--- config.mk ---
export PLATFORM = sky130hd
export DESIGN_NAME = cmgpc_top
export DESIGN_NICKNAME = d
export VERILOG_FILES = /design/src/cmgpc_pkg.sv /design/src/cmgpc_thr_cmp.sv /design/src/cmgpc_top.sv
export SDC_FILE = /design/constraint.sdc
export NUM_CORES = 1
export LEC_CHECK = 0
export ABC_AREA = 1
export BUFFER_PORTS_ARGS = -buffer_cell sky130_fd_sc_hd__buf_4
export CAP_MARGIN = 20
export CELL_PAD_IN_SITES_DETAIL_PLACEMENT = 0
export CELL_PAD_IN_SITES_GLOBAL_PLACEMENT = 1
export CORE_MARGIN = 2
export CORE_UTILIZATION = 44
export DETAILED_ROUTE_END_ITERATION = 6
export GPL_TIMING_DRIVEN = 0
export PLACE_DENSITY = 0.85
export SYNTH_ARGS = -nofsm -noshare
export SYNTH_HDL_FRONTEND = slang
export SYNTH_SLANG_ARGS = --single-unit
--- constraint.sdc ---
create_clock -name i_clk -period 6 [get_ports i_clk]
set_clock_uncertainty 0.2 [all_clocks]
set_input_delay 0 -clock i_clk [delete_from_list [all_inputs] [get_ports i_clk]]
set_output_delay 0 -clock i_clk [all_outputs]
set_load 0.005 [all_outputs]
--- src/cmgpc_pkg.sv ---
// Function
// - a current at the peak limit turns the switch off for the period.
// - the peak limit threshold is a software-writable converter code.
// - the soft-start pulse unit output is an extra falling-event source.
// - the first enabled falling-event source in a period ends the on-time.
// - the duty-limit pulse unit, width set by software, ends the on-time.
// - falling events are ignored during a programmed blanking interval.
// - a threshold crossing of the monitored signal flags the processor.
// - aux voltage, peak current or error may detect, alone or combined.
package cmgpc_pkg;
  localparam int          ADDR_W       = 8;
  localparam int          DATA_W       = 32;
  localparam int          CNT_W        = 16;
  localparam int          CODE_W       = 10;
  // register byte offsets
  localparam logic [7:0]  OFS_CTRL     = 8'h00;
  localparam logic [7:0]  OFS_PERIOD   = 8'h04;
  localparam logic [7:0]  OFS_BLANK    = 8'h08;
  localparam logic [7:0]  OFS_SS_WIDTH = 8'h0c;
  localparam logic [7:0]  OFS_MD_WIDTH = 8'h10;
  localparam logic [7:0]  OFS_ILIM     = 8'h14;
  localparam logic [7:0]  OFS_THR_AUX  = 8'h18;
  localparam logic [7:0]  OFS_THR_PK   = 8'h1c;
  localparam logic [7:0]  OFS_THR_FB   = 8'h20;
  localparam logic [7:0]  OFS_STATUS   = 8'h24;
  localparam logic [7:0]  OFS_MASK     = 8'h28;
  localparam logic [7:0]  OFS_STATE    = 8'h2c;
  // control field positions
  localparam int          CTRL_EN      = 0;
  localparam int          CTRL_SS_EN   = 1;
  localparam int          CTRL_MD_EN   = 2;
  localparam int          CTRL_ILIM_EN = 3;
  localparam int          CTRL_SC_AUX  = 4;
  localparam int          CTRL_SC_PK   = 5;
  localparam int          CTRL_SC_FB   = 6;
  localparam int          CTRL_SC_AND  = 7;
  localparam int          CTRL_W       = 8;
  // status / mask bit positions
  localparam int          ST_SC        = 0;
  localparam int          ST_ILIM      = 1;
  localparam int          ST_W         = 2;
  // reset values
  localparam logic [7:0]  CTRL_RST     = 8'h00;
  localparam logic [15:0] PERIOD_RST   = 16'h0190;
  localparam logic [15:0] BLANK_RST    = 16'h0004;
  localparam logic [15:0] SS_RST       = 16'h0020;
  localparam logic [15:0] MD_RST       = 16'h0140;
  localparam logic [9:0]  CODE_RST     = 10'h3ff;
  localparam logic [1:0]  MASK_RST     = 2'h0;
  // bus responses
  localparam logic [1:0]  RESP_OKAY    = 2'h0;
  localparam logic [1:0]  RESP_SLVERR  = 2'h2;
  typedef enum logic [1:0] {GATE_OFF, GATE_BLANK, GATE_ON} cmgpc_gate_t;
endpackage

--- src/cmgpc_thr_cmp.sv ---
`timescale 1ns/10ps
// registered digital comparator: high while value is at or above threshold
module cmgpc_thr_cmp #(
  parameter int W = 10
) (
  // clock and reset
  input  wire logic         i_clk,
  input  wire logic         i_rst,
  input  wire logic         i_ce,
  // operands
  input  wire logic [W-1:0] i_value,
  input  wire logic [W-1:0] i_thresh,
  // result
  output logic              o_above
);
  initial begin
    if (W < 1 || W > 16) $error("cmgpc_thr_cmp: width out of range");
  end

  // one register stage keeps the compare off the gate timing path
  always_ff @(posedge i_clk or posedge i_rst) begin
    if (i_rst) begin
      o_above <= 1'b0;
    end else if (i_ce) begin
      o_above <= (i_value >= i_thresh);
    end
  end
endmodule

--- src/cmgpc_top.sv ---
`timescale 1ns/10ps
module cmgpc_top
  import cmgpc_pkg::*;
#(
  parameter int P_CNT_W = cmgpc_pkg::CNT_W
) (
  // clock, reset, enable
  input  wire logic                         i_clk,
  input  wire logic                         i_rst,
  input  wire logic                         i_ce,
  // axi4-lite write address and data
  input  wire logic                         i_s_awvalid,
  output logic                              o_s_awready,
  input  wire logic [cmgpc_pkg::ADDR_W-1:0] i_s_awaddr,
  input  wire logic                         i_s_wvalid,
  output logic                              o_s_wready,
  input  wire logic [cmgpc_pkg::DATA_W-1:0] i_s_wdata,
  input  wire logic [3:0]                   i_s_wstrb,
  // axi4-lite write response
  output logic                              o_s_bvalid,
  input  wire logic                         i_s_bready,
  output logic [1:0]                        o_s_bresp,
  // axi4-lite read
  input  wire logic                         i_s_arvalid,
  output logic                              o_s_arready,
  input  wire logic [cmgpc_pkg::ADDR_W-1:0] i_s_araddr,
  output logic                              o_s_rvalid,
  input  wire logic                         i_s_rready,
  output logic [cmgpc_pkg::DATA_W-1:0]      o_s_rdata,
  output logic [1:0]                        o_s_rresp,
  // sensed signals
  input  wire logic                         i_fb_trip,
  input  wire logic [cmgpc_pkg::CODE_W-1:0] i_isense,
  input  wire logic [cmgpc_pkg::CODE_W-1:0] i_aux_v,
  input  wire logic [cmgpc_pkg::CODE_W-1:0] i_fb_err,
  // switch drive and processor flags
  output logic                              o_gate,
  output logic                              o_sc_fault,
  output logic                              o_irq
);
  import cmgpc_pkg::*;

  initial begin
    if (P_CNT_W < 4 || P_CNT_W > 16) $error("cmgpc_top: P_CNT_W range");
  end

  logic [CTRL_W-1:0]  ctrl_q;
  logic [P_CNT_W-1:0] period_q, blank_q, ss_q, md_q, cnt_q;
  logic [CODE_W-1:0]  ilim_q, thr_aux_q, thr_pk_q, thr_fb_q;
  logic [ST_W-1:0]    status_q, status_d, mask_q, st_set, st_clr;
  logic               awready_q, wready_q, bvalid_q, arready_q, rvalid_q;
  logic               aw_hold_q, w_hold_q, wr_go;
  logic [ADDR_W-1:0]  awaddr_q;
  logic [DATA_W-1:0]  wdata_q, rdata_q, rd_data, wr_val;
  logic [3:0]         wstrb_q;
  logic [1:0]         bresp_q, rresp_q;
  logic               rd_err, wr_err;
  logic               ilim_hit, sc_aux, sc_pk, sc_fb, sc_lvl, sc_prev_q;
  logic               gate_q, irq_q, fall, rise;
  logic [2:0]         sc_sel, sc_src;
  cmgpc_gate_t        state_q;

  // byte-lane merge of a write onto the supplied old value (zero at its one use)
  function automatic logic [DATA_W-1:0] merge(input logic [DATA_W-1:0] old,
      input logic [DATA_W-1:0] dat, input logic [3:0] strb);
    logic [DATA_W-1:0] r;
    r = old;
    for (int b = 0; b < 4; b++) begin
      if (strb[b]) r[8*b +: 8] = dat[8*b +: 8];
    end
    return r;
  endfunction

  // count has reached a programmed limit
  function automatic logic reached(input logic [P_CNT_W-1:0] c,
      input logic [P_CNT_W-1:0] lim);
    return c >= lim;
  endfunction

  // peak limit and short-circuit threshold comparators
  cmgpc_thr_cmp #(.W(CODE_W)) u_ilim (
    .i_clk(i_clk), .i_rst(i_rst), .i_ce(i_ce),
    .i_value(i_isense), .i_thresh(ilim_q), .o_above(ilim_hit));
  cmgpc_thr_cmp #(.W(CODE_W)) u_aux (
    .i_clk(i_clk), .i_rst(i_rst), .i_ce(i_ce),
    .i_value(i_aux_v), .i_thresh(thr_aux_q), .o_above(sc_aux));
  cmgpc_thr_cmp #(.W(CODE_W)) u_pk (
    .i_clk(i_clk), .i_rst(i_rst), .i_ce(i_ce),
    .i_value(i_isense), .i_thresh(thr_pk_q), .o_above(sc_pk));
  cmgpc_thr_cmp #(.W(CODE_W)) u_fb (
    .i_clk(i_clk), .i_rst(i_rst), .i_ce(i_ce),
    .i_value(i_fb_err), .i_thresh(thr_fb_q), .o_above(sc_fb));

  // write address and data are taken independently, one write at a time
  assign wr_go = aw_hold_q && w_hold_q && !bvalid_q;
  always_ff @(posedge i_clk or posedge i_rst) begin
    if (i_rst) begin
      awready_q <= 1'b1;
      wready_q  <= 1'b1;
      aw_hold_q <= 1'b0;
      w_hold_q  <= 1'b0;
      bvalid_q  <= 1'b0;
      bresp_q   <= RESP_OKAY;
      awaddr_q  <= '0;
      wdata_q   <= '0;
      wstrb_q   <= '0;
    end else if (i_ce) begin
      if (awready_q && i_s_awvalid) begin
        awready_q <= 1'b0;
        aw_hold_q <= 1'b1;
        awaddr_q  <= i_s_awaddr;
      end
      if (wready_q && i_s_wvalid) begin
        wready_q <= 1'b0;
        w_hold_q <= 1'b1;
        wdata_q  <= i_s_wdata;
        wstrb_q  <= i_s_wstrb;
      end
      if (wr_go) begin
        aw_hold_q <= 1'b0;
        w_hold_q  <= 1'b0;
        bvalid_q  <= 1'b1;
        bresp_q   <= wr_err ? RESP_SLVERR : RESP_OKAY;
      end else if (bvalid_q && i_s_bready) begin
        bvalid_q  <= 1'b0;
        awready_q <= 1'b1;
        wready_q  <= 1'b1;
      end
    end
  end

  // unmapped write addresses and the read-only state word answer slverr
  always_comb begin
    wr_err = !(awaddr_q <= OFS_MASK && awaddr_q[1:0] == 2'h0);
  end

  // software-written configuration
  always_ff @(posedge i_clk or posedge i_rst) begin
    if (i_rst) begin
      ctrl_q    <= CTRL_RST;
      period_q  <= P_CNT_W'(PERIOD_RST);
      blank_q   <= P_CNT_W'(BLANK_RST);
      ss_q      <= P_CNT_W'(SS_RST);
      md_q      <= P_CNT_W'(MD_RST);
      ilim_q    <= CODE_RST;
      thr_aux_q <= CODE_RST;
      thr_pk_q  <= CODE_RST;
      thr_fb_q  <= CODE_RST;
      mask_q    <= MASK_RST;
    end else if (i_ce && wr_go) begin
      if (awaddr_q == OFS_CTRL) begin
        ctrl_q <= wr_val[CTRL_W-1:0];
      end else if (awaddr_q == OFS_PERIOD) begin
        period_q <= wr_val[P_CNT_W-1:0];
      end else if (awaddr_q == OFS_BLANK) begin
        blank_q <= wr_val[P_CNT_W-1:0];
      end else if (awaddr_q == OFS_SS_WIDTH) begin
        ss_q <= wr_val[P_CNT_W-1:0];
      end else if (awaddr_q == OFS_MD_WIDTH) begin
        md_q <= wr_val[P_CNT_W-1:0];
      end else if (awaddr_q == OFS_ILIM) begin
        ilim_q <= wr_val[CODE_W-1:0];
      end else if (awaddr_q == OFS_THR_AUX) begin
        thr_aux_q <= wr_val[CODE_W-1:0];
      end else if (awaddr_q == OFS_THR_PK) begin
        thr_pk_q <= wr_val[CODE_W-1:0];
      end else if (awaddr_q == OFS_THR_FB) begin
        thr_fb_q <= wr_val[CODE_W-1:0];
      end else if (awaddr_q == OFS_MASK) begin
        mask_q <= wr_val[ST_W-1:0];
      end
    end
  end

  // merge against zero: only written lanes carry meaning
  assign wr_val = merge('0, wdata_q, wstrb_q);

  // read path answers one cycle after the address is taken
  always_comb begin
    rd_err  = 1'b0;
    rd_data = '0;
    if (i_s_araddr == OFS_CTRL) begin
      rd_data = DATA_W'(ctrl_q);
    end else if (i_s_araddr == OFS_PERIOD) begin
      rd_data = DATA_W'(period_q);
    end else if (i_s_araddr == OFS_BLANK) begin
      rd_data = DATA_W'(blank_q);
    end else if (i_s_araddr == OFS_SS_WIDTH) begin
      rd_data = DATA_W'(ss_q);
    end else if (i_s_araddr == OFS_MD_WIDTH) begin
      rd_data = DATA_W'(md_q);
    end else if (i_s_araddr == OFS_ILIM) begin
      rd_data = DATA_W'(ilim_q);
    end else if (i_s_araddr == OFS_THR_AUX) begin
      rd_data = DATA_W'(thr_aux_q);
    end else if (i_s_araddr == OFS_THR_PK) begin
      rd_data = DATA_W'(thr_pk_q);
    end else if (i_s_araddr == OFS_THR_FB) begin
      rd_data = DATA_W'(thr_fb_q);
    end else if (i_s_araddr == OFS_STATUS) begin
      rd_data = DATA_W'(status_q);
    end else if (i_s_araddr == OFS_MASK) begin
      rd_data = DATA_W'(mask_q);
    end else if (i_s_araddr == OFS_STATE) begin
      rd_data = {6'h00, sc_lvl, ilim_hit, 2'(state_q), gate_q,
                 5'h00, 16'(cnt_q)};
    end else begin
      rd_err = 1'b1;
    end
  end

  always_ff @(posedge i_clk or posedge i_rst) begin
    if (i_rst) begin
      arready_q <= 1'b1;
      rvalid_q  <= 1'b0;
      rdata_q   <= '0;
      rresp_q   <= RESP_OKAY;
    end else if (i_ce) begin
      if (arready_q && i_s_arvalid) begin
        arready_q <= 1'b0;
        rvalid_q  <= 1'b1;
        rdata_q   <= rd_data;
        rresp_q   <= rd_err ? RESP_SLVERR : RESP_OKAY;
      end else if (rvalid_q && i_s_rready) begin
        rvalid_q  <= 1'b0;
        arready_q <= 1'b1;
      end
    end
  end

  // short-circuit sources, alone (or) or all selected together (and)
  assign sc_sel = {ctrl_q[CTRL_SC_FB], ctrl_q[CTRL_SC_PK],
                   ctrl_q[CTRL_SC_AUX]};
  assign sc_src = {sc_fb, sc_pk, sc_aux} & sc_sel;
  assign sc_lvl = ctrl_q[CTRL_SC_AND] ? (sc_sel != 3'h0 && sc_src == sc_sel)
                                      : (sc_src != 3'h0);

  // the crossing is caught as a rising edge of the detector level
  always_ff @(posedge i_clk or posedge i_rst) begin
    if (i_rst) begin
      sc_prev_q <= 1'b0;
    end else if (i_ce) begin
      sc_prev_q <= sc_lvl;
    end
  end

  // sticky status: a new event wins over a write-one-to-clear
  always_comb begin
    st_set          = '0;
    st_set[ST_SC]   = sc_lvl && !sc_prev_q;
    st_set[ST_ILIM] = (state_q == GATE_ON) && ctrl_q[CTRL_ILIM_EN]
                      && ilim_hit;
    st_clr = (wr_go && awaddr_q == OFS_STATUS) ? wr_val[ST_W-1:0] : '0;
    status_d = (status_q & ~st_clr) | st_set;
  end

  always_ff @(posedge i_clk or posedge i_rst) begin
    if (i_rst) begin
      status_q <= '0;
      irq_q    <= 1'b0;
    end else if (i_ce) begin
      status_q <= status_d;
      irq_q    <= |(status_d & mask_q);
    end
  end

  // falling events: regulation, peak limit, soft-start, duty limit
  assign fall = i_fb_trip
              || (ctrl_q[CTRL_ILIM_EN] && ilim_hit)
              || (ctrl_q[CTRL_SS_EN] && reached(cnt_q, ss_q))
              || (ctrl_q[CTRL_MD_EN] && reached(cnt_q, md_q));
  // at-or-above: a period cut below the running count wraps at once
  assign rise = ctrl_q[CTRL_EN] && reached(cnt_q, period_q - 1'b1);

  // fixed-frequency timebase; counts only while the generator runs
  always_ff @(posedge i_clk or posedge i_rst) begin
    if (i_rst) begin
      cnt_q <= '0;
    end else if (i_ce) begin
      if (!ctrl_q[CTRL_EN] || rise) begin
        cnt_q <= '0;
      end else begin
        cnt_q <= cnt_q + 1'b1;
      end
    end
  end

  // gate waveform generator; off holds until the next rising event
  always_ff @(posedge i_clk or posedge i_rst) begin
    if (i_rst) begin
      state_q <= GATE_OFF;
      gate_q  <= 1'b0;
    end else if (i_ce) begin
      if (!ctrl_q[CTRL_EN]) begin
        state_q <= GATE_OFF;
        gate_q  <= 1'b0;
      end else if (rise) begin
        state_q <= GATE_BLANK;
        gate_q  <= 1'b1;
      end else begin
        case (state_q)
          GATE_BLANK: begin
            // events are masked here, which also sets the least on-time
            if (reached(cnt_q, blank_q)) state_q <= GATE_ON;
          end
          GATE_ON: begin
            if (fall) begin
              state_q <= GATE_OFF;
              gate_q  <= 1'b0;
            end
          end
          default: begin
            state_q <= GATE_OFF;
          end
        endcase
      end
    end
  end

  // outputs straight from flip-flops
  assign o_s_awready = awready_q;
  assign o_s_wready  = wready_q;
  assign o_s_bvalid  = bvalid_q;
  assign o_s_bresp   = bresp_q;
  assign o_s_arready = arready_q;
  assign o_s_rvalid  = rvalid_q;
  assign o_s_rdata   = rdata_q;
  assign o_s_rresp   = rresp_q;
  assign o_gate      = gate_q;
  assign o_sc_fault  = status_q[ST_SC];
  assign o_irq       = irq_q;
endmodule

==> results.toml <==
[synthesis]
synthTopCellsByArea = "dfrtp_1 31%, nand2_1 14%, ha_1 11%, dfstp_2 11%, o21ai_0 6.4%"
yosys.area.top_type_share_pct = 30.5
syn-instance-count = 1548
synth_warnings = 0
ys_types = 49
yosysTopAreaCell = "dfrtp_1"
syn-cell-area_um2 = 12000
synth_seq_area_share_pct = 41.4
synth-seq-cells = 197
postSynthAreaPerCell_um2 = 7.78

[die]
io_pins = 135
die_area_um2 = 28700
start_util_pct = 44.7
die_h_um = 169
rows = 60
coreArea_um2 = 27000
die_width_um = 169

[grt]
grt_start_max_net_pins = 127
track_usage_pct = 26.5
antenna_found_initial = 0
overflow = 0
grt_pass1_vias = 10489
grt_pass1_wl_mm = 57.4

[route]
drt_iter0_drc = 887
wl_mm = 36.6
vias = 11041
ant_nets = 0
via_per_inst = 5.24
drc = 0
drt_first_pass_iters = 5
wl_per_cell_um = 17.4

[power_and_ir_drop]
p_leak_nw = 6.90
ir_drop_mv = 0.232
power.density_nw_per_um2 = 240

[worst_setup_path]
max_stage_delay_ps = 470
crit_family = "simple AND/OR/NAND/NOR gates"
arrival_ps = 4160
cp_max_fo = 7
crit_chain = "nor2_1 > nand2_1 > nor3_2 > nand2_1 > nor3_2 > nand3_1 > nor2_2 > nand3_1 > xnor2_1 > inv_1 > ha_1 > a21oi_1 > nand2_1 > a21oi_1 > nand4_1 > a21oi_1 > nand3_1 > nand2_1 > nand2_1 > nand2_1"
setup.worst_path.class = "register to register"
cp.required_ps = 6180
cp-start-kind = "register"
crit_buf_inv = 1
cp_slowest_cell = "nand4_1"
cpMostUsedCell = "nand2_1"
end_kind = "register"

[flow_run]
drv_cap = 0

[final_layout]
fill_cells = 2582
multi_input_area_um2 = 6070
num_antenna_cells = 0
seqCellArea_um2 = 4990
drive_gt1_share_pct = 16.4
area_growth_pct = 21.4
nNetsFinal = 1950
final_util_pct = 54.3
stdcell_area_um2 = 14600

[timing]
setup_violations = 0
timing.slew.headroom_pct = 47.3
finalCritPeriodShare_pct = 66.3
min_period_ps = 3980
drv_slew = 0
rsz0062_at_grt = "false"
hold_viol = 0
max_freq_ghz = 0.251
fin_ws_ps = 2020
tightestPinTransition_ps = 790
hold-worst-slack_ps = 10.2

[placed_design]
dpl_cell_area_um2 = 13300
place_congestion = 0.940
port_buffers = 103
place_ws_ps = 2080
dp_hpwl_mm = 28.2

[clocking]
cts_buffer_depth = 2
clock_latency_ps = 450
postCtsHoldBufs = 70
root_buffer = "clkbuf_16"
cts_resized = 0
cts_post_setup_buffers_inserted = 0
cts_tree = "yes"
cts_buffers = 17
cts_sinks = 197
htreeDepth = 4
cts.clk_slew.worst_paths_ps = 70

[hold_path]
hold_class = "primary input to register"

[status]
status = "completed"
==> metrics by stage <==
stage          TNS [ps]  power, mW  cells
6_report              0       3.50   2107
2_1_floorplan         0       1.95   1560
5_1_grt               0       3.69   2107
4_1_cts               0       3.52   2107
3_3_place_gp    -257360       2.23   2004
3_5_place_dp          0       2.25   2005
==> logic make-up (layout without fill, tap and decap cells) <==
kind of cell / after synthesis / count (layout) / synth area share, %
xor gates and xnor gates: 21 / 21 / 1.53
buffers and inverters: 249 / 455 / 8.50
and+or+nand+nor: 683 / 683 / 23.9
other: 1 / 13 / 0.0311
adders and majority gates: 106 / 106 / 11.0
AOI/OAI and AO/OA: 290 / 290 / 13.5
muxes: 1 / 1 / 0.0935
DFF: 197 / 197 / 41.4
==> cells in the final DEF (no fill, tap or decap), types with 16 or more instances in the layout <==
cell             n
nand4_1         16
nand3_1         48
a21oi_1         75
dfstp_2         50
clkbuf_16       17
o21ai_0        155
inv_1          177
clkbuf_1        24
nor3_1          18
buf_4          117
dfrtp_1        147
ha_1           106
nor2_1          97
o21ai_2         17
dlygate4sd3_1   70
nand2_1        452
==> per-layer routing <==
metal / up-vias / global-route usage (%) / wire [µm]
li1: 5435 / - / -
met1: 5229 / 37.0 / 17300
met2: 337 / 41.8 / 16100
met3: 40 / 5.04 / 2430
met4: 0 / 8.06 / 844
met5: - / 0 / 0
==> report_power, final <==
| group | switching, mW | leakage, nW | internal (mW) |
|---|---|---|---|
| clock network | 0.549 | 0.287 | 0.646 |
| registers | 0.0851 | 2.50 | 1.47 |
| logic | 0.448 | 4.11 | 0.304 |
==> worst register-to-register path, delay by kind of cell (launching register included) <==
family	cells	cell delay, ps
flip-flops	1	440
buffers and inverters	1	50
adder cells (fa/ha/maj)	1	300
XOR/XNOR	1	130
AND/OR/NAND/NOR	14	2020
AO/OA/AOI/OAI	3	760
==> state kept, by name (all words and copies together), names as in the netlist, 2 cells and up <==
signal and flops:
awaddr_q 8, blank_q 16, cnt_q 16, ctrl_q 8, ilim_q 10, mask_q 2, md_q 16, o_s_rdata 21
period_q 16, ss_q 16, state_q 2, status_q 2, thr_aux_q 10, thr_fb_q 10, thr_pk_q 10, wdata_q 16
wstrb_q 2
==> layout make-up <==
cell class / instances / share of cell area (%)
Clock buffer: 20 / 3.12
Sequential cell: 197 / 34.1
Buffer: 55 / 2.02
Clock inverter: 12 / 0.992
Inverter: 194 / 5.03
Timing Repair Buffer: 174 / 10.3
Multi-Input combinational cell: 1114 / 41.5
Tap cell: 341 / 2.92
==> synthesized netlist by cell type (all sizes together) <==
cell type,count
a32o,1
or2,6
ha,106
clkbuf,23
nand4,16
a21o,3
or3,1
nand2,469
o22ai,4
xnor2,6
o211ai,6
nor3,22
o2111ai,3
o221ai,6
conb,1
dfrtp,147
a31oi,4
nor4,8
clkinv,1
nand3b,1
a21boi,1
nand3,50
mux2,1
inv,193
a221oi,1
dfstp,50
o21ai,177
o21a,8
a21oi,76
buf,32
nor3b,2
nor2,108
xor2,15
==> path summary, 6_finish.rpt <==
kind / from / to / slack (ps) / depth (start not counted)
max in group asynchronous: i_rst / cnt_q[8] / 4000 / 5
worst min register to register: wdata_q[1] / wdata_q[1] / 270 / 2
worst max-delay path: period_q[2] / state_q[0] / 2020 / 20
worst min-delay path: i_fb_err[8] / u_fb.o_above / 10 / 4
min in group asynchronous: i_rst / awaddr_q[7] / 580 / 4
worst max register to register: period_q[2] / state_q[0] / 2020 / 20
No activity file was read; power rests on OpenSTA's default activity.
